`src/epi_defines.svh`:
```
`ifndef EPI_DEFINES_SVH
`define EPI_DEFINES_SVH
// ------------------------------
// register offsets
// ------------------------------
`define EPI_ADDR_MASK_LOW 8'h12
`define EPI_ADDR_MASK_HIGH 8'h13
`define EPI_ADDR_CONTROL 8'h35
`define EPI_ADDR_ENABLE 8'h3B
`define EPI_ADDR_FLAGS 8'h3A
// ------------------------------
// field positions and reset values
// ------------------------------
`define EPI_BIT_EXT 6
`define EPI_BIT_GRP1 5
`define EPI_BIT_GRP0 4
`define EPI_RST_BYTE 8'h00
`define EPI_RST_SENSE 2'h0
`define EPI_MASK_ENABLE 8'h70
`define EPI_MASK_HIGH 8'h0F
`endif

```
`src/epi_pkg.sv`:
```
`default_nettype none
package epi_pkg;
   typedef enum logic [1:0] {
      EPI_SENSE_LOW,
      EPI_SENSE_CHANGE,
      EPI_SENSE_FALL,
      EPI_SENSE_RISE
   } epi_sense_type;
   typedef struct packed {
      logic ext;
      logic grp1;
      logic grp0;
   } epi_irq_type;
   typedef struct packed {
      logic [7:0] addr;
      logic [7:0] wdata;
      logic wr;
      logic rd;
   } epi_bus_type;
endpackage
`default_nettype wire

```
`src/epi_unit.sv`:
```
// Overview of operation
// - external request needs global and pin enable
// - two-bit sense selects level, change, fall, rise
// - pin sampled first; one-clock pulses caught
// - unused enable, flag, high-mask bits read zero
// - enable bit 6 gates external pin vector
// - pin activity counts even when driven out
// - enable bit 5 gates inputs 11..8 group
// - enable bit 4 gates inputs 7..0 group
// - flag bit 6 sets on external edge
// - flags clear on vector taken or write-one
// - external flag stays clear in level mode
// - flag bit 5 sets on high-group change
// - flag bit 4 sets on low-group change
// - set, enabled flag vectors to its address
// - high mask bits 3..0 gate inputs 11..8
// - low mask at 0x12, eight bits, reset zero
// - pin-change wake raised without clock
// - low level wakes without clock; edges need it
// - level mode requests while pin held low
`include "epi_defines.svh"
`default_nettype none
module epi_unit #(
   parameter int CHG_WIDTH = 12
) (
   input wire logic clk,
   input wire logic sys_rst,
   input wire logic [7:0] bus_addr,
   input wire logic [7:0] bus_wdata,
   input wire logic bus_wr,
   input wire logic bus_rd,
   output logic [7:0] bus_rdata,
   input wire logic ext_irq_pin,
   input wire logic [CHG_WIDTH-1:0] chg_inputs,
   input wire logic cpu_status_i,
   input wire logic ack_ext,
   input wire logic ack_grp1,
   input wire logic ack_grp0,
   output epi_pkg::epi_irq_type irq_req,
   output logic wake_req
);
   initial begin
      if (CHG_WIDTH != 12) $error("epi_unit supports exactly twelve change inputs");
   end

   // ------------------------------
   // registers
   // ------------------------------
   epi_pkg::epi_bus_type bus;
   assign bus = '{addr: bus_addr, wdata: bus_wdata, wr: bus_wr, rd: bus_rd};

   logic [7:0] mask_low_r;
   logic [3:0] mask_high_r;
   epi_pkg::epi_sense_type sense_r;
   epi_pkg::epi_irq_type enable_r;
   epi_pkg::epi_irq_type flag_r;

   // one process per register, unmapped writes simply fall through
   always_ff @(posedge clk) begin
      if (sys_rst) begin
         mask_low_r <= `EPI_RST_BYTE;
      end else if (bus.wr && bus.addr == `EPI_ADDR_MASK_LOW) begin
         mask_low_r <= bus.wdata;
      end
   end

   always_ff @(posedge clk) begin
      if (sys_rst) begin
         mask_high_r <= 4'h0;
      end else if (bus.wr && bus.addr == `EPI_ADDR_MASK_HIGH) begin
         mask_high_r <= bus.wdata[3:0];
      end
   end

   // reset to level sense: no edge can be flagged before software chooses
   always_ff @(posedge clk) begin
      if (sys_rst) begin
         sense_r <= epi_pkg::epi_sense_type'(`EPI_RST_SENSE);
      end else if (bus.wr && bus.addr == `EPI_ADDR_CONTROL) begin
         sense_r <= epi_pkg::epi_sense_type'(bus.wdata[1:0]);
      end
   end

   always_ff @(posedge clk) begin
      if (sys_rst) begin
         enable_r <= '0;
      end else if (bus.wr && bus.addr == `EPI_ADDR_ENABLE) begin
         enable_r <= '{ext: bus.wdata[`EPI_BIT_EXT], grp1: bus.wdata[`EPI_BIT_GRP1],
                       grp0: bus.wdata[`EPI_BIT_GRP0]};
      end
   end

   // ------------------------------
   // input synchronisers
   // ------------------------------
   // pin is read regardless of its direction, so software can drive it
   logic ext_meta_r, ext_sync_r, ext_prev_r;
   logic [CHG_WIDTH-1:0] chg_meta_r, chg_sync_r, chg_prev_r;

   always_ff @(posedge clk) begin
      if (sys_rst) begin
         ext_meta_r <= 1'b1;
         ext_sync_r <= 1'b1;
         ext_prev_r <= 1'b1;
      end else begin
         ext_meta_r <= ext_irq_pin;
         ext_sync_r <= ext_meta_r;
         ext_prev_r <= ext_sync_r;
      end
   end

   genvar gi;
   generate
      for (gi = 0; gi < CHG_WIDTH; gi++) begin : g_sync
         always_ff @(posedge clk) begin
            if (sys_rst) begin
               chg_meta_r[gi] <= 1'b0;
               chg_sync_r[gi] <= 1'b0;
               chg_prev_r[gi] <= 1'b0;
            end else begin
               chg_meta_r[gi] <= chg_inputs[gi];
               chg_sync_r[gi] <= chg_meta_r[gi];
               chg_prev_r[gi] <= chg_sync_r[gi];
            end
         end
      end
   endgenerate

   // ------------------------------
   // event detection
   // ------------------------------
   logic ext_event;
   logic grp1_event;
   logic grp0_event;
   logic [CHG_WIDTH-1:0] chg_toggle;

   assign chg_toggle = chg_sync_r ^ chg_prev_r;

   always_comb begin
      unique case (sense_r)
         epi_pkg::EPI_SENSE_LOW: ext_event = 1'b0;
         epi_pkg::EPI_SENSE_CHANGE: ext_event = ext_sync_r ^ ext_prev_r;
         epi_pkg::EPI_SENSE_FALL: ext_event = ext_prev_r & ~ext_sync_r;
         epi_pkg::EPI_SENSE_RISE: ext_event = ~ext_prev_r & ext_sync_r;
      endcase
   end

   // masked pins only; group enable also gates the flag
   assign grp1_event = enable_r.grp1 & |(chg_toggle[11:8] & mask_high_r);
   assign grp0_event = enable_r.grp0 & |(chg_toggle[7:0] & mask_low_r);

   // ------------------------------
   // flags
   // ------------------------------
   logic flag_wr;
   assign flag_wr = bus.wr && bus.addr == `EPI_ADDR_FLAGS;

   always_ff @(posedge clk) begin
      if (sys_rst) begin
         flag_r <= '0;
      end else begin
         // set wins over a same-cycle clear
         if (sense_r == epi_pkg::EPI_SENSE_LOW) begin
            flag_r.ext <= 1'b0;
         end else if (ext_event) begin
            flag_r.ext <= 1'b1;
         end else if (ack_ext || (flag_wr && bus.wdata[`EPI_BIT_EXT])) begin
            flag_r.ext <= 1'b0;
         end
         if (grp1_event) begin
            flag_r.grp1 <= 1'b1;
         end else if (ack_grp1 || (flag_wr && bus.wdata[`EPI_BIT_GRP1])) begin
            flag_r.grp1 <= 1'b0;
         end
         if (grp0_event) begin
            flag_r.grp0 <= 1'b1;
         end else if (ack_grp0 || (flag_wr && bus.wdata[`EPI_BIT_GRP0])) begin
            flag_r.grp0 <= 1'b0;
         end
      end
   end

   // ------------------------------
   // requests
   // ------------------------------
   logic ext_level_low;
   logic global_en;
   // same clock domain as the core, so no synchroniser here
   assign global_en = cpu_status_i;
   assign ext_level_low = (sense_r == epi_pkg::EPI_SENSE_LOW) & ~ext_sync_r;

   // level source must outlast the current instruction, flag not kept
   always_comb begin
      irq_req.ext = global_en & enable_r.ext & (flag_r.ext | ext_level_low);
      irq_req.grp1 = global_en & enable_r.grp1 & flag_r.grp1;
      irq_req.grp0 = global_en & enable_r.grp0 & flag_r.grp0;
   end

   // raw pins, no clock needed: wakes a stopped clock domain
   logic [CHG_WIDTH-1:0] chg_armed;
   assign chg_armed = {mask_high_r & {4{enable_r.grp1}}, mask_low_r & {8{enable_r.grp0}}};
   assign wake_req = (|(chg_armed & (chg_inputs ^ chg_prev_r)))
                   | (enable_r.ext & (sense_r == epi_pkg::EPI_SENSE_LOW) & ~ext_irq_pin);

   // ------------------------------
   // read port
   // ------------------------------
   always_ff @(posedge clk) begin
      if (sys_rst) begin
         bus_rdata <= 8'h00;
      end else if (bus.rd) begin
         unique case (bus.addr)
            `EPI_ADDR_MASK_LOW: bus_rdata <= mask_low_r;
            `EPI_ADDR_MASK_HIGH: bus_rdata <= {4'h0, mask_high_r};
            `EPI_ADDR_CONTROL: bus_rdata <= {6'h00, sense_r};
            `EPI_ADDR_ENABLE: bus_rdata <= {1'b0, enable_r, 4'h0};
            `EPI_ADDR_FLAGS: bus_rdata <= {1'b0, flag_r, 4'h0};
            default: bus_rdata <= 8'h00;
         endcase
      end else begin
         bus_rdata <= 8'h00;
      end
   end

   // ------------------------------
   // assertions
   // ------------------------------
   a_ext_gate: assert property (@(posedge clk) disable iff (sys_rst)
      irq_req.ext |-> cpu_status_i && enable_r.ext)
      else $error("external request without enables");
   a_level_flag_clear: assert property (@(posedge clk) disable iff (sys_rst)
      sense_r == epi_pkg::EPI_SENSE_LOW |=> flag_r.ext == 1'b0 || $past(sense_r) != epi_pkg::EPI_SENSE_LOW)
      else $error("external flag set in level mode");
   a_rise_sets_flag: assert property (@(posedge clk) disable iff (sys_rst)
      $rose(ext_sync_r) && sense_r == epi_pkg::EPI_SENSE_RISE && !bus.wr |=> flag_r.ext)
      else $error("rising edge missed");
   a_fall_no_flag: assert property (@(posedge clk) disable iff (sys_rst)
      $rose(ext_sync_r) && sense_r == epi_pkg::EPI_SENSE_FALL && !flag_r.ext |=> !flag_r.ext)
      else $error("rising edge flagged in fall mode");
   a_grp0_sets: assert property (@(posedge clk) disable iff (sys_rst)
      grp0_event |=> flag_r.grp0)
      else $error("low group change lost");
   a_grp1_masked: assert property (@(posedge clk) disable iff (sys_rst)
      !flag_r.grp1 && mask_high_r == 4'h0 && !bus.wr |=> !flag_r.grp1)
      else $error("masked high group flagged");
   a_write_one_clears: assert property (@(posedge clk) disable iff (sys_rst)
      flag_wr && bus.wdata[`EPI_BIT_GRP0] && !grp0_event |=> !flag_r.grp0)
      else $error("flag not cleared by write one");
   a_reserved_zero: assert property (@(posedge clk) disable iff (sys_rst)
      $past(bus.rd) && $past(bus.addr) == `EPI_ADDR_FLAGS |-> (bus_rdata & 8'h8F) == 8'h00)
      else $error("reserved bits not zero");
   a_level_request: assert property (@(posedge clk) disable iff (sys_rst)
      cpu_status_i && enable_r.ext && ext_level_low |-> irq_req.ext)
      else $error("held low level not requested");
   a_sync_delay: assert property (@(posedge clk) disable iff (sys_rst)
      ext_sync_r == $past(ext_irq_pin, 2))
      else $error("pin sampling delay wrong");

   c_rise: cover property (@(posedge clk) sense_r == epi_pkg::EPI_SENSE_RISE && ext_event);
   c_grp1: cover property (@(posedge clk) irq_req.grp1);
   c_level: cover property (@(posedge clk) ext_level_low && irq_req.ext);
   // ------------------------------
   // flag set and clear
   // ------------------------------
   a_ext_event_sets: assert property (@(posedge clk) disable iff (sys_rst)
      ext_event |=> flag_r.ext)
      else $error("external event lost");
   a_fall_sets: assert property (@(posedge clk) disable iff (sys_rst)
      $fell(ext_sync_r) && sense_r == epi_pkg::EPI_SENSE_FALL |=> flag_r.ext)
      else $error("falling edge missed");
   a_change_sets: assert property (@(posedge clk) disable iff (sys_rst)
      $changed(ext_sync_r) && sense_r == epi_pkg::EPI_SENSE_CHANGE |=> flag_r.ext)
      else $error("pin change missed");
   a_rise_ignores_fall: assert property (@(posedge clk) disable iff (sys_rst)
      $fell(ext_sync_r) && sense_r == epi_pkg::EPI_SENSE_RISE && !flag_r.ext && !bus.wr |=> !flag_r.ext)
      else $error("falling edge flagged in rise mode");
   a_level_no_event: assert property (@(posedge clk) disable iff (sys_rst)
      sense_r == epi_pkg::EPI_SENSE_LOW |-> !ext_event)
      else $error("edge event in level mode");
   a_grp1_sets: assert property (@(posedge clk) disable iff (sys_rst)
      grp1_event |=> flag_r.grp1)
      else $error("high group change lost");
   a_grp0_masked: assert property (@(posedge clk) disable iff (sys_rst)
      !flag_r.grp0 && mask_low_r == 8'h00 && !bus.wr |=> !flag_r.grp0)
      else $error("masked low group flagged");
   a_grp1_disabled: assert property (@(posedge clk) disable iff (sys_rst)
      !enable_r.grp1 |-> !grp1_event)
      else $error("high group event while disabled");
   a_grp0_disabled: assert property (@(posedge clk) disable iff (sys_rst)
      !enable_r.grp0 |-> !grp0_event)
      else $error("low group event while disabled");
   a_ext_ack_clears: assert property (@(posedge clk) disable iff (sys_rst)
      ack_ext && !ext_event |=> !flag_r.ext)
      else $error("external flag kept after vector");
   a_grp1_ack_clears: assert property (@(posedge clk) disable iff (sys_rst)
      ack_grp1 && !grp1_event |=> !flag_r.grp1)
      else $error("high group flag kept after vector");
   a_grp0_ack_clears: assert property (@(posedge clk) disable iff (sys_rst)
      ack_grp0 && !grp0_event |=> !flag_r.grp0)
      else $error("low group flag kept after vector");
   a_ext_write_clears: assert property (@(posedge clk) disable iff (sys_rst)
      flag_wr && bus.wdata[`EPI_BIT_EXT] && !ext_event |=> !flag_r.ext)
      else $error("external flag not cleared by write one");
   a_grp1_write_clears: assert property (@(posedge clk) disable iff (sys_rst)
      flag_wr && bus.wdata[`EPI_BIT_GRP1] && !grp1_event |=> !flag_r.grp1)
      else $error("high group flag not cleared by write one");
   a_ext_set_wins: assert property (@(posedge clk) disable iff (sys_rst)
      ext_event && ack_ext |=> flag_r.ext)
      else $error("external set lost to clear");
   a_grp0_set_wins: assert property (@(posedge clk) disable iff (sys_rst)
      grp0_event && ack_grp0 |=> flag_r.grp0)
      else $error("low group set lost to clear");
   a_grp1_set_wins: assert property (@(posedge clk) disable iff (sys_rst)
      grp1_event && ack_grp1 |=> flag_r.grp1)
      else $error("high group set lost to clear");

   // ------------------------------
   // requests and wake
   // ------------------------------
   a_ext_vector: assert property (@(posedge clk) disable iff (sys_rst)
      cpu_status_i && enable_r.ext && flag_r.ext |-> irq_req.ext)
      else $error("external flag not vectored");
   a_grp1_gate: assert property (@(posedge clk) disable iff (sys_rst)
      irq_req.grp1 |-> cpu_status_i && enable_r.grp1 && flag_r.grp1)
      else $error("high group request without enables");
   a_grp0_gate: assert property (@(posedge clk) disable iff (sys_rst)
      irq_req.grp0 |-> cpu_status_i && enable_r.grp0 && flag_r.grp0)
      else $error("low group request without enables");
   a_grp1_vector: assert property (@(posedge clk) disable iff (sys_rst)
      cpu_status_i && enable_r.grp1 && flag_r.grp1 |-> irq_req.grp1)
      else $error("high group flag not vectored");
   a_grp0_vector: assert property (@(posedge clk) disable iff (sys_rst)
      cpu_status_i && enable_r.grp0 && flag_r.grp0 |-> irq_req.grp0)
      else $error("low group flag not vectored");
   a_level_high_quiet: assert property (@(posedge clk) disable iff (sys_rst)
      $past(sense_r) == epi_pkg::EPI_SENSE_LOW && sense_r == epi_pkg::EPI_SENSE_LOW && ext_sync_r |-> !irq_req.ext)
      else $error("level request with pin high");
   a_wake_level: assert property (@(posedge clk) disable iff (sys_rst)
      enable_r.ext && sense_r == epi_pkg::EPI_SENSE_LOW && !ext_irq_pin |-> wake_req)
      else $error("low level did not wake");
   a_wake_quiet: assert property (@(posedge clk) disable iff (sys_rst)
      !enable_r.ext && chg_armed == 12'h000 |-> !wake_req)
      else $error("wake without any enable");

   // ------------------------------
   // read port and sampling
   // ------------------------------
   a_enable_read: assert property (@(posedge clk) disable iff (sys_rst)
      $past(bus.rd) && $past(bus.addr) == `EPI_ADDR_ENABLE |-> (bus_rdata & 8'h8F) == 8'h00)
      else $error("reserved enable bits not zero");
   a_mask_high_read: assert property (@(posedge clk) disable iff (sys_rst)
      $past(bus.rd) && $past(bus.addr) == `EPI_ADDR_MASK_HIGH |-> bus_rdata[7:4] == 4'h0)
      else $error("reserved mask bits not zero");
   a_control_read: assert property (@(posedge clk) disable iff (sys_rst)
      $past(bus.rd) && $past(bus.addr) == `EPI_ADDR_CONTROL |-> bus_rdata[7:2] == 6'h00)
      else $error("control upper bits not zero");
   a_rdata_idle: assert property (@(posedge clk) disable iff (sys_rst)
      !$past(bus.rd) |-> bus_rdata == 8'h00)
      else $error("read data outside its cycle");
   a_sync_chg: assert property (@(posedge clk) disable iff (sys_rst)
      chg_sync_r == $past(chg_inputs, 2))
      else $error("change input sampling delay wrong");
   a_sync_prev: assert property (@(posedge clk) disable iff (sys_rst)
      ext_prev_r == $past(ext_sync_r))
      else $error("previous sample out of step");

   c_set_clear: cover property (@(posedge clk) grp0_event && flag_wr && bus.wdata[`EPI_BIT_GRP0]);
   c_grp0: cover property (@(posedge clk) irq_req.grp0);
endmodule // epi_unit
`default_nettype wire

```
`config.mk`:
```
export PLATFORM = sky130hd
export DESIGN_NAME = epi_unit
export DESIGN_NICKNAME = d
export VERILOG_FILES = /design/src/epi_pkg.sv /design/src/epi_unit.sv
export VERILOG_INCLUDE_DIRS = /design/src
export SDC_FILE = /design/constraint.sdc
export NUM_CORES = 1
export LEC_CHECK = 0
export CORE_MARGIN = 10
export CORE_UTILIZATION = 30
export CTS_BUF_LIST = sky130_fd_sc_hd__clkbuf_8
export DETAILED_ROUTE_END_ITERATION = 10
export DONT_BUFFER_PORTS = 1
export GPL_TIMING_DRIVEN = 1
export HOLD_SLACK_MARGIN = 0.05
export SLEW_MARGIN = 40
export SYNTH_ARGS = -nofsm -noshare
export SYNTH_HDL_FRONTEND = slang
export SYNTH_SLANG_ARGS = --single-unit
```
`constraint.sdc`:
```
create_clock -name clk -period 1.95 [get_ports clk]
set_input_delay 0.39 -clock clk [delete_from_list [all_inputs] [get_ports clk]]
set_output_delay 0.39 -clock clk [all_outputs]
set_load 0.005 [all_outputs]
```
After elaboration in Yosys (flattened, before gate mapping). Cells that the tools add are included. W data, S select, Z words.

Eq/ne operators: 8. Mux-type cells: 8. Bitwise gates (word level): 27. Reductions and logical operators: 20.

Operators with widths (number): $pmux W8 S5 (1); $eq A8 B6 Y1 const B (3); $xor A12 B12 Y12 (2); $and A8 B8 Y8 (2); $eq A8 B5 Y1 const B (2); $and A1 B1 Y1 (13); $and A12 B12 Y12 (1); $reduce_or A12 Y1 (1); $and A4 B4 Y4 (2); $logic_and A1 B1 Y1 (8); $reduce_or A8 Y1 (1); $mux W1 (6); $reduce_bool A2 Y1 (3); $eq A2 B2 Y1 const B (2); $not A1 Y1 (4); $pmux W1 S4 (1); $reduce_or A2 Y1 (2); $reduce_or A4 Y1 (1); $logic_or A1 B1 Y1 (3); $eq A2 B1 Y1 const B (1); $logic_not A2 Y1 (1); $or A1 B1 Y1 (2); $xor A1 B1 Y1 (1).

Register bits after elaboration: 67. Bits of input ports: 37. Output and inout bits: 12. Word-level logic and storage cells: 112.

Longest topological paths before layout. Gate-level depths: netlist (run 1).

Depth after elaboration: 6. Gate-level depth with buffers: 5. Depth with buffers taken out: 5.

Worst setup path before layout (run 1). OpenSTA, ideal clock, no wires.

Path type: input-to-reg. From: input port bus_addr[7]. To: register enable_r[0] (netlist name). Library setup time: 0.128 ns. Data arrival time: 1.457 ns. Data required time: 1.822 ns. Slack: 0.365 ns. Cell stages on the path: 4. Path buffers: 0. Cells stage by stage: or3b_4 nor4_4 mux2i_1 nor2_1.

Longest elaborated chain between the ends: 2.

RTL lines: start, declared (RTL line epi_unit.sv:28) `input wire logic [7:0] bus_addr,`; $eq A8 B6 Y1; $logic_and A1 B1 Y1 (no source line); end signal, assigned (RTL line epi_unit.sv:88) `` enable_r <= '{ext: bus.wdata[`EPI_BIT_EXT], grp1: bus.wdata[`EPI_BIT_GRP1], ``; end, declared (RTL line epi_unit.sv:55) `epi_pkg::epi_irq_type enable_r;`.

Every way passes these cells. A chain may end at the register's enable or synchronous reset.

Worst setup path in the final report (run 1).
From: register chg_prev_r[10]. To: output port wake_req.

Longest elaborated chain between the ends: 4.

RTL lines: start, declared (RTL line epi_unit.sv:98) `logic [CHG_WIDTH-1:0] chg_meta_r, chg_sync_r, chg_prev_r;`; start signal, assigned by index (RTL line epi_unit.sv:123) `chg_prev_r[gi] <= chg_sync_r[gi];`; $xor A12 B12 Y12 (RTL line epi_unit.sv:202) `assign wake_req = (|(chg_armed & (chg_inputs ^ chg_prev_r)))`; $and A12 B12 Y12 (RTL line epi_unit.sv:202); $reduce_or A12 Y1 (RTL line epi_unit.sv:202); $or A1 B1 Y1 (RTL line epi_unit.sv:203) `| (enable_r.ext & (sense_r == epi_pkg::EPI_SENSE_LOW) & ~ext_irq_pin);`; end, declared (RTL line epi_unit.sv:40) `output logic wake_req`.

Every way passes these cells.

==> metrics.txt, run 1 <==
Routability Congestion about 0.77; Worst Hold End mask_low_r[7]; post-route cell area between 3000 and 4000 um2; Slew Viols, Final 0; Leak Pwr 1.20 nW; worst-margin pin slew between 400 and 500 ps; IO Pins 49; Placed Cells 366; Final Hold Viols 0; cts bufs inserted 9; final wirelength 6.17 mm; clk slew on worst S/H paths about 70 ps; synth unique cells 35; die extent in x 114 um; Layout area overhead 12.7%; Worst Path Required ~1600 ps; initial DRC count 77; Net Count, Synth 305; hold_buf cts 0; hold path start sys_rst; dpl cell area 2790 um2; number of global-route vias before repair 1842; Crit Path Max Fanout 2; outcome finished, final reports clean; Synth Cell Area 2680 um2; crit path time final ~1900 ps; TritonCTS clock tree done; largest net degree at the start of global routing between 60 and 70; VDD IR max 0.414 mV; clock latency on the worst-skew pair between 300 and 400 ps; RSZ-0062 raised after global routing yes; R2R setup slack 610 ps; Worst slew margin 0.670; core area 8720 um2; DP HPWL around 4.6 mm; kind of critical path flip-flop to output port; final core utilization 0.346; Place WS 281 ps; Vias 1855; hold-critical path depth 1; clock buffer depth 2; critical path endpoint category output port; Layout Cells excl Fill 385; number of H-tree levels 3; GRT Total Usage 0.0963; critical path data arrival time roughly 1500 ps; hold slack roughly 110 ps; first-pass GRT wire length 9.67 mm; drt first pass iters 5; reg-to-reg endpoint flag_r[0]; synthesized area per cell 10.1 um2; Final WS setup 52.9 ps; Die ar. around 13000 um2; row count 34; gr ovfl total 0; Die H 114 um; Routed Antenna Nets 0; pwr dens between 800 and 900 nW/um2; final critical-path share of the clock period 0.973; IO Port Bufs 0; Max-Cap Viols 0; CP startpoint kind flip-flop; initial antenna violation count 0; R2R cell count 5; CTS root buffer clkbuf_8; fmax 0.527 GHz; detail-routed via count per cell a little under 5; Final nets 311; DRC Markers 0; final worst clock skew 3.65 ps; post-DR wirelength/cell 16.0 um; Mapped Cells ~270; CTS sink cnt 67; layout cells sized above 1 0.141; Layout fillers 881; Seq/Total Area, Yosys 0.501; Reg-to-Reg Start chg_prev_r[6]; Hold Crit Class input pin to flip-flop; Synth Warn # 0; n_diodes 0; final setup vio count 0; Seq cells post-synth between 60 and 70; Initial Util 0.307
[cells in the mapped netlist]
cell      count  area [um2]
inv_1         4        15.0
or3b_4        1        11.3
buf_2         1        5.00
a221o_1       1        10.0
nor4_4        2        42.5
or2_2         3        18.8
a311o_1       1        10.0
nor3_4        1        16.3
nand2b_1      2        12.5
nand3_1      12        60.1
o22ai_1       1        6.26
dfxtp_1      67        1340
a31o_2        1        8.76
nor2_1       19        71.3
a22oi_1      17         128
o21ai_0       1        5.00
nor4b_2       1        15.0
buf_1         2        7.51
a32o_1        1        10.0
nand2_1      15        56.3
nand4_1       3        18.8
nor2b_1      39         244
nor3_1        1        5.00
xor2_1       25         219
ha_1          2        25.0
mux2_2        5        56.3
and2_1        1        6.26
and3_1        3        18.8
nor4b_1       1        8.76
a211oi_1      1        7.51
a21oi_1      11        55.1
clkbuf_1      6        22.5
nor3b_1       3        22.5
mux2i_1      11         110
nand4b_1      1        8.76
[placed cells by master, fill, tap and decap left out, types with 6 or more instances in the layout]
cell	n
a21oi_1	11
a22oi_1	16
clkbuf_8	13
dfxtp_1	62
inv_1	6
mux2i_1	11
nand2_1	15
nand3_1	12
nor2_1	19
nor2b_1	39
xor2_1	24
[sequential cells by signal, indices dropped and copies added (netlist names)]
name / count
ext_meta_r: 1
chg_meta_r: 12
bus_rdata: 8
ext_prev_r: 1
enable_r: 3
flag_r: 3
sense_r: 2
ext_sync_r: 1
mask_low_r: 8
chg_sync_r: 12
mask_high_r: 4
chg_prev_r: 12
[stage by stage]
stage / power [mW] / TNS, ps
after detailed placement: 1.53 / 0
after global routing: 2.68 / -22.3
after floorplan: 1.53 / 0
final: 2.57 / 0
after CTS: 2.62 / 0
after global placement: 1.53 / 0
[area by class of cell]
class                   count  area, um2  area share
flip-flops and latches     67       1350       0.446
multi-input cells         186       1300       0.431
inverters                   4       15.0     0.00497
well taps                 108        135      0.0448
repair buffers              4       30.0     0.00995
clock buffers              13        179      0.0593
clock inverters             3       12.5     0.00414
[power breakdown]
part	internal [mW]	switching [mW]	leakage, nW
Combinational	0.0496	0.0378	0.548
Sequential	1.40	0.0144	0.549
Clock	0.590	0.481	0.108
[worst max-delay path, cell delays in order (launching register included)]
cell and delay, ps:
dfxtp_1 330, xor2_1 170, a22oi_1 180, nand2_1 80, a221o_1 400
[metal layers]
layer / wire [um] / GRT usage / vias up
li1: - / - / 923
met1: 2670 / 0.115 / 869
met2: 2700 / 0.136 / 57
met3: 721 / 0.0618 / 6
met4: 76 / 0.0334 / 0
met5: 0 / 0 / -
[how the worst max path moves through the flow]
stage | from | to
after global routing | chg_prev_r[4] | wake_req
after detailed placement | bus_addr[7] | flag_r[0]
final | chg_prev_r[10] | wake_req
after floorplan | bus_addr[7] | enable_r[0]
after CTS | chg_prev_r[5] | wake_req
after global placement | bus_addr[7] | flag_r[0]
[cells by family after synthesis]
logic type                 after synthesis  synth area share
xor gates and xnor gates                25            0.0817
muxes                                   16            0.0621
AOI/OAI and AO/OA                       35            0.0897
and+or+nand+nor                        108             0.238
DFF                                     67             0.501
adders and majority gates                2           0.00934
buffers and inverters                   13            0.0187
[timing repair]
action                                 CTS  global route
endpoints found under the hold margin    0             0
gates resized for setup                  4             3
pin swaps                                7             7
setup buffers                            2             1
setup endpoints to repair                1             1
(Power assumes the default switching activity.)
==> inputs of run 2 (changes only) <==
- CORE_ASPECT_RATIO: unset -> 0.9
- CORE_MARGIN: 10 -> unset
==> run 2 against run 1 <==
Count of clock-buffer cells in the layout is 3 lower. Global-route usage is 3.8 points higher. Final area is 0.99% lower. Via count is 1.4% lower. Register-to-register slack better by 90 ps. Final cell count is 2.3% higher. Non-clock buffer count is 1 lower. Routed wire length is 5.7% lower. Critical path type unchanged. Highest routed layer unchanged.
==> metrics.txt, run 2 (synthesis results as in run 1) <==
outcome finished, final reports clean (unchanged); most frequent cells in the layout dfxtp_1 (62), nor2b_1 (39), xor2_1 (24) (unchanged); TritonCTS clock tree done (unchanged); Worst path slowest cell a221o_1 (unchanged); worst-margin pin slew 497 ps (was 495 ps); Max stage delay on crit path 370 ps (was 400 ps); CTS root buffer clkbuf_8 (unchanged); DRC Markers 0 (unchanged); initial antenna violation count 0 (unchanged); Worst Path Required 1560 ps (about the same); Final Hold Viols 0 (unchanged); n_diodes 0 (unchanged); drt first pass iters 4 (was 5); hold slack 129 ps (was 115 ps); kind of critical path flip-flop to output port (unchanged); Hold Crit Class input pin to flip-flop (unchanged); hold_buf cts 0 (unchanged); Routed Antenna Nets 0 (unchanged); Critical Path Start chg_prev_r[5] (was chg_prev_r[10]); most frequent standard cell in the layout excluding fill and tap cells dfxtp_1 (unchanged); cts bufs inserted 9 (unchanged); row count 32 (was 34); Reg-to-Reg Start chg_prev_r[5] (was chg_prev_r[6]); largest registers chg_meta_r (12), chg_prev_r (12), chg_sync_r (12) (unchanged); critical path data arrival time 1550 ps (was 1510 ps); final wirelength 5.82 mm (was 6.17 mm); largest net degree at the start of global routing 63 (unchanged); Final nets 310 (was 311); GRT Total Usage 0.134 (was 0.0963); core area 8610 um2 (was 8720 um2); crit path time final 1940 ps (was 1900 ps); detail-routed via count per cell 4.64 (was 4.82); Layout fillers 892 (was 881); setup TNS 0 ps (unchanged); final critical-path share of the clock period 0.996 (was 0.973); first-pass GRT wire length 9.04 mm (was 9.67 mm); hold path start sys_rst (unchanged); fmax 0.515 GHz (was 0.527 GHz); clk slew on worst S/H paths 70 ps (about the same); critical path endpoint category output port (unchanged); Crit Path Max Fanout 2 (unchanged); number of H-tree levels 3 (unchanged); Worst slew margin 0.668 (was 0.670); critical-path cell list xor2_2, a22oi_1, nand4_1, a221o_1 (was xor2_1, a22oi_1, nand2_1, a221o_1); Final WS setup 8.03 ps (was 52.9 ps); Slew Viols, Final 0 (unchanged); Layout Cells excl Fill 394 (was 385); clock buffer depth 2 (unchanged); Initial Util 0.311 (was 0.307); final worst clock skew 11.5 ps (was 3.65 ps); DP HPWL 4.23 mm (was 4.59 mm); post-DR wirelength/cell 14.8 um (was 16.0 um); gr ovfl total 0 (unchanged); Die ar. 9310 um2 (was 13100 um2); CP startpoint kind flip-flop (unchanged); final core utilization 0.347 (was 0.346); Max-Cap Viols 0 (unchanged); final setup vio count 0 (unchanged); clock latency on the worst-skew pair 340 ps (about the same); number of global-route vias before repair 1771 (was 1842); Layout area overhead 11.6% (was 12.7%); CTS sink cnt 67 (unchanged); Placed Cells 378 (was 366); initial DRC count 121 (was 77); Place WS 283 ps (was 281 ps); pwr dens 828 nW/um2 (was 853 nW/um2); RSZ-0062 raised after global routing yes (unchanged); die extent in x 102 um (was 114 um); Die H 91.6 um (was 114 um); Routability Congestion 0.795 (was 0.772); Vias 1829 (was 1855); layout cells sized above 1 0.131 (was 0.141); IO Pins 49 (unchanged); IO Port Bufs 0 (unchanged); VDD IR max 0.369 mV (was 0.414 mV); Leak Pwr 1.19 nW (was 1.20 nW)
## run 2: changes by cell type in the layout (fill, tap and decap cells not counted)
cell,change
a22oi_1,+1
a22oi_2,-1
buf_4,-1
clkbuf_8,-3
clkinv_2,+2
## run 2: timing repair
item | 4_1_cts | 5_1_grt
setup endpoints to repair | 1 | 1
resized for setup | 5 | 1
buffers inserted | 1 | 0
pin swaps | 7 | 4
## run 2: cell type report
cell class / count / area, um2 / area share
Timing Repair Buffer: 3 / 22.5 / 0.00753
Sequential cell: 67 / 1350 / 0.451
Clock buffer: 10 / 138 / 0.0460
Inverter: 4 / 15.0 / 0.00502
Tap cell: 119 / 149 / 0.0498
Multi-Input combinational cell: 186 / 1290 / 0.433
Clock inverter: 5 / 22.5 / 0.00753
## run 2: path summary, 6_finish.rpt
kind,endpoint,slack (ps),cells past startpoint
min,chg_prev_r[10],130,1
max,wake_req,8,4
min reg2reg,ext_sync_r,410,1
max reg2reg,flag_r[0],700,5
## run 2: report_power, final
part,switching (mW),internal [mW],total [mW]
sequential,0.0148,1.40,1.42
combinational,0.0376,0.0490,0.0866
clock,0.499,0.473,0.971
## run 2: metal layers
metal / vias to the layer above / part of all wire / global-route usage
li1: 915 / - / -
met1: 847 / 0.48 / 0.177
met2: 63 / 0.43 / 0.191
met3: 4 / 0.086 / 0.0678
met4: 0 / 0.0057 / 0.0362
met5: - / 0 / 0
## run 2: through the flow
stage	total power, mW	area, um2
floorplan	1.53	2680
detailed placement	1.53	2810
global placement	1.53	2810
global route	2.57	2990
finish	2.47	2990
CTS	2.50	2980
## run 2: critical path: cells and delay by family, from the launching register on
kind | cells | cell delay (ps)
AO/OA/AOI/OAI | 2 | 560
XOR/XNOR | 1 | 140
flip-flops | 1 | 330
AND/OR/NAND/NOR | 1 | 180
==> inputs of run 3 (changes only) <==
- ABC_AREA: unset -> 1
==> run 3 against run 2 <==
Final area increased by 6.1%. Register-to-register slack improved by 120 ps. Routed wire length is 12% higher. Largest power group unchanged. Critical path type unchanged. Highest routed layer unchanged.
==> metrics.txt, run 3 <==
row count 33 (was 32); hold slack 121 ps (was 129 ps); layout cells sized above 1 0.0676 (was 0.131); Max stage delay on crit path 350 ps (was 370 ps); clk slew on worst S/H paths 70 ps (about the same); worst-margin pin slew 327 ps (was 497 ps); Seq cells post-synth 67 (unchanged); most frequent cells in the layout nand2_1 (93), inv_1 (74), dfxtp_1 (67) (was dfxtp_1 (62), nor2b_1 (39), xor2_1 (24)); fmax 0.562 GHz (was 0.515 GHz); post-CTS sizing 0 (was 5); most area-consuming cells after synthesis dfxtp_1 (47%), nand2_1 (12%), inv_1 (9.6%) (was dfxtp_1 (50%), nor2b_1 (9.1%), xor2_1 (8.2%)); DRC Markers 0 (unchanged); CTS sink cnt 67 (unchanged); clock buffer depth 2 (unchanged); kind of critical path flip-flop to output port (unchanged); RSZ-0062 raised after global routing no (was yes); Die ar. 9900 um2 (was 9310 um2); synthesized area per cell 6.99 um2 (was 10.1 um2); number of H-tree levels 3 (unchanged); detail-routed via count per cell 4.46 (was 4.64); GRT Total Usage 0.140 (was 0.134); pwr dens 882 nW/um2 (was 828 nW/um2); critical-path cell list nor2_1, inv_1, nor3_1, a21oi_1, nand2_1 (was xor2_2, a22oi_1, nand4_1, a221o_1); Hold Crit Class input pin to flip-flop (unchanged); final worst clock skew 8.29 ps (was 11.5 ps); clock latency on the worst-skew pair 340 ps (about the same); Simple-Gate Fraction of Synth Area 0.329 (was 0.238); initial DRC count 143 (was 121); Final Hold Viols 0 (unchanged); Adder-Cell Fraction of Synth Area 0.00877 (was 0.00934); compound-cell area share of the yosys netlist 0.0693 (was 0.0897); cell with the most instances after synthesis nand2_1 (was dfxtp_1); footprint of the multi-input gates 1160 um2 (was 1290 um2); most frequent standard cell in the layout excluding fill and tap cells nand2_1 (was dfxtp_1); critical path data arrival time 1390 ps (was 1550 ps); sw frac 0.208 (was 0.223); Post-synth EDFFs 0 (unchanged); n_diodes 0 (unchanged); Net Count, Synth 447 (was 305); crit path time final 1780 ps (was 1940 ps); setup TNS 0 ps (unchanged); Routability Congestion 0.773 (was 0.795); VDD IR max 0.326 mV (was 0.369 mV); die extent in x 105 um (was 102 um); initial antenna violation count 0 (unchanged); outcome finished, final reports clean (unchanged); sequential power share 0.506 (was 0.572); synth unique cells 26 (was 35); DP HPWL 4.84 mm (was 4.23 mm); CP delay by family, top simple AND/OR/NAND/NOR gates (was compound AO/OA/AOI/OAI gates); Crit Path Max Fanout 4 (was 2); IO Port Bufs 0 (unchanged); Leak Pwr 1.37 nW (was 1.19 nW); area fraction of the dominant cell type after synthesis 0.470 (was 0.501); Synth Cell Area 2850 um2 (was 2680 um2); clock group share of total power 0.465 (was 0.393); Layout fillers 983 (was 892); final setup vio count 0 (unchanged); IO Pins 49 (unchanged); Mapped Cells 408 (was 266); Post-synth ARST share 0 (unchanged); Layout area overhead 11.1% (was 11.6%); post-DR wirelength/cell 12.1 um (was 14.8 um); cts bufs inserted 9 (unchanged); sequential cell area 1340 um2 (was 1350 um2); Seq/Total Area, Yosys 0.470 (was 0.501); post-CTS setup buffer count 0 (was 1); P_int 2.21 mW (was 1.92 mW); number of global-route vias before repair 2251 (was 1771); gr ovfl total 0 (unchanged); Slew Viols, Final 0 (unchanged); post-synthesis mux area share 0 (was 0.0621); Max-Cap Viols 0 (unchanged); most frequent cells after synthesis nand2_1 (93), inv_1 (73), dfxtp_1 (67) (was dfxtp_1 (67), nor2b_1 (39), xor2_1 (25)); Net Sw Power 0.582 mW (was 0.551 mW); Top FF cell, synth dfxtp_1 (unchanged); largest net degree at the start of global routing 54 (was 63); Worst Path Required 1560 ps (about the same); top cell type by total area after synthesis dfxtp_1 (unchanged); Comb power frac 0.029 (was 0.035); Vias 2389 (was 1829); hold_buf cts 0 (unchanged); first-pass GRT wire length 10.7 mm (was 9.04 mm); Worst path slowest cell dfxtp_1 (was a221o_1); Synth Warn # 0 (unchanged); Synth Area in XOR/XNOR 0 (was 0.0817); Worst slew margin 0.782 (was 0.668); Initial Util 0.311 (about the same); largest family of logic cells by synthesized area simple AND/OR/NAND/NOR gates (unchanged); Final nets 448 (was 310); CP bufs+invs 1 (was 0); critical path endpoint category output port (unchanged); core area 9170 um2 (was 8610 um2); drt first pass iters 4 (unchanged); Routed Antenna Nets 0 (unchanged); largest registers chg_meta_r (12), chg_prev_r (12), chg_sync_r (12) (unchanged); final wirelength 6.51 mm (was 5.82 mm); Die H 94.5 um (was 91.6 um); CP startpoint kind flip-flop (unchanged); final critical-path share of the clock period 0.912 (was 0.996); TritonCTS clock tree done (unchanged); CTS root buffer clkbuf_8 (unchanged)
==> run 3: changes by cell type after synthesis, moves of 17 or more <==
cell | before | now
a22oi_1 | 17 | 0
nand3_1 | 12 | 47
nor2b_1 | 39 | 0
inv_1 | 4 | 73
nor2_1 | 19 | 52
nand2_1 | 15 | 93
xor2_1 | 25 | 0
==> run 3: routing by layer <==
metal	GRT usage	routed length, um	up-vias
met3	0.0566	465	9
met1	0.168	2920	1070
li1	-	-	1257
met4	0.0704	117	0
met2	0.217	3000	53
met5	0	0	-
==> run 3: through the flow <==
stage / total power, mW / std cells / instance area (um2) / setup slack (ps) / util
2_1_floorplan: 1.53 / 408 / 2850 / 694 / -
3_3_place_gp: 1.52 / 520 / 2940 / 504 / 0.321
3_5_place_dp: 1.53 / 520 / 2940 / 459 / 0.321
4_1_cts: 2.83 / 536 / 3170 / 156 / 0.346
5_1_grt: 2.91 / 536 / 3170 / 114 / 0.346
6_report: 2.80 / 536 / 3170 / 172 / 0.346
==> run 3: path summary, 6_finish.rpt <==
check	from	end	slack [ps]	depth (start not counted)
worst min-delay path	sys_rst	flag_r[1]	120	1
worst max register to register	ext_sync_r	flag_r[2]	820	5
worst max-delay path	sense_r[1]	wake_req	170	5
worst min register to register	chg_meta_r[1]	chg_sync_r[1]	400	2
==> run 3: kinds of logic (layout without fill, tap and decap cells) <==
kind of cell	after synthesis	after routing
AND/OR/NAND/NOR	215	215
buffers and inverters	85	91
flip-flops	67	67
AO/OA/AOI/OAI	39	39
adder cells (fa/ha/maj)	2	2
==> run 3: layout make-up <==
cell class	count	share of cell area
Clock buffer	11	0.0478
Clock inverter	5	0.0241
Inverter	75	0.0904
Multi-Input combinational cell	256	0.367
Sequential cell	67	0.423
Tap cell	122	0.0481
==> run 3: power groups by stage <==
stage               logic [mW]  registers (mW)  clock network (mW)
floorplan               0.0894            1.44                   0
global placement        0.0779            1.45                   0
detailed placement      0.0810            1.45                   0
CTS                     0.0813            1.42                1.34
global route            0.0945            1.42                1.39
finish                  0.0806            1.42                1.30
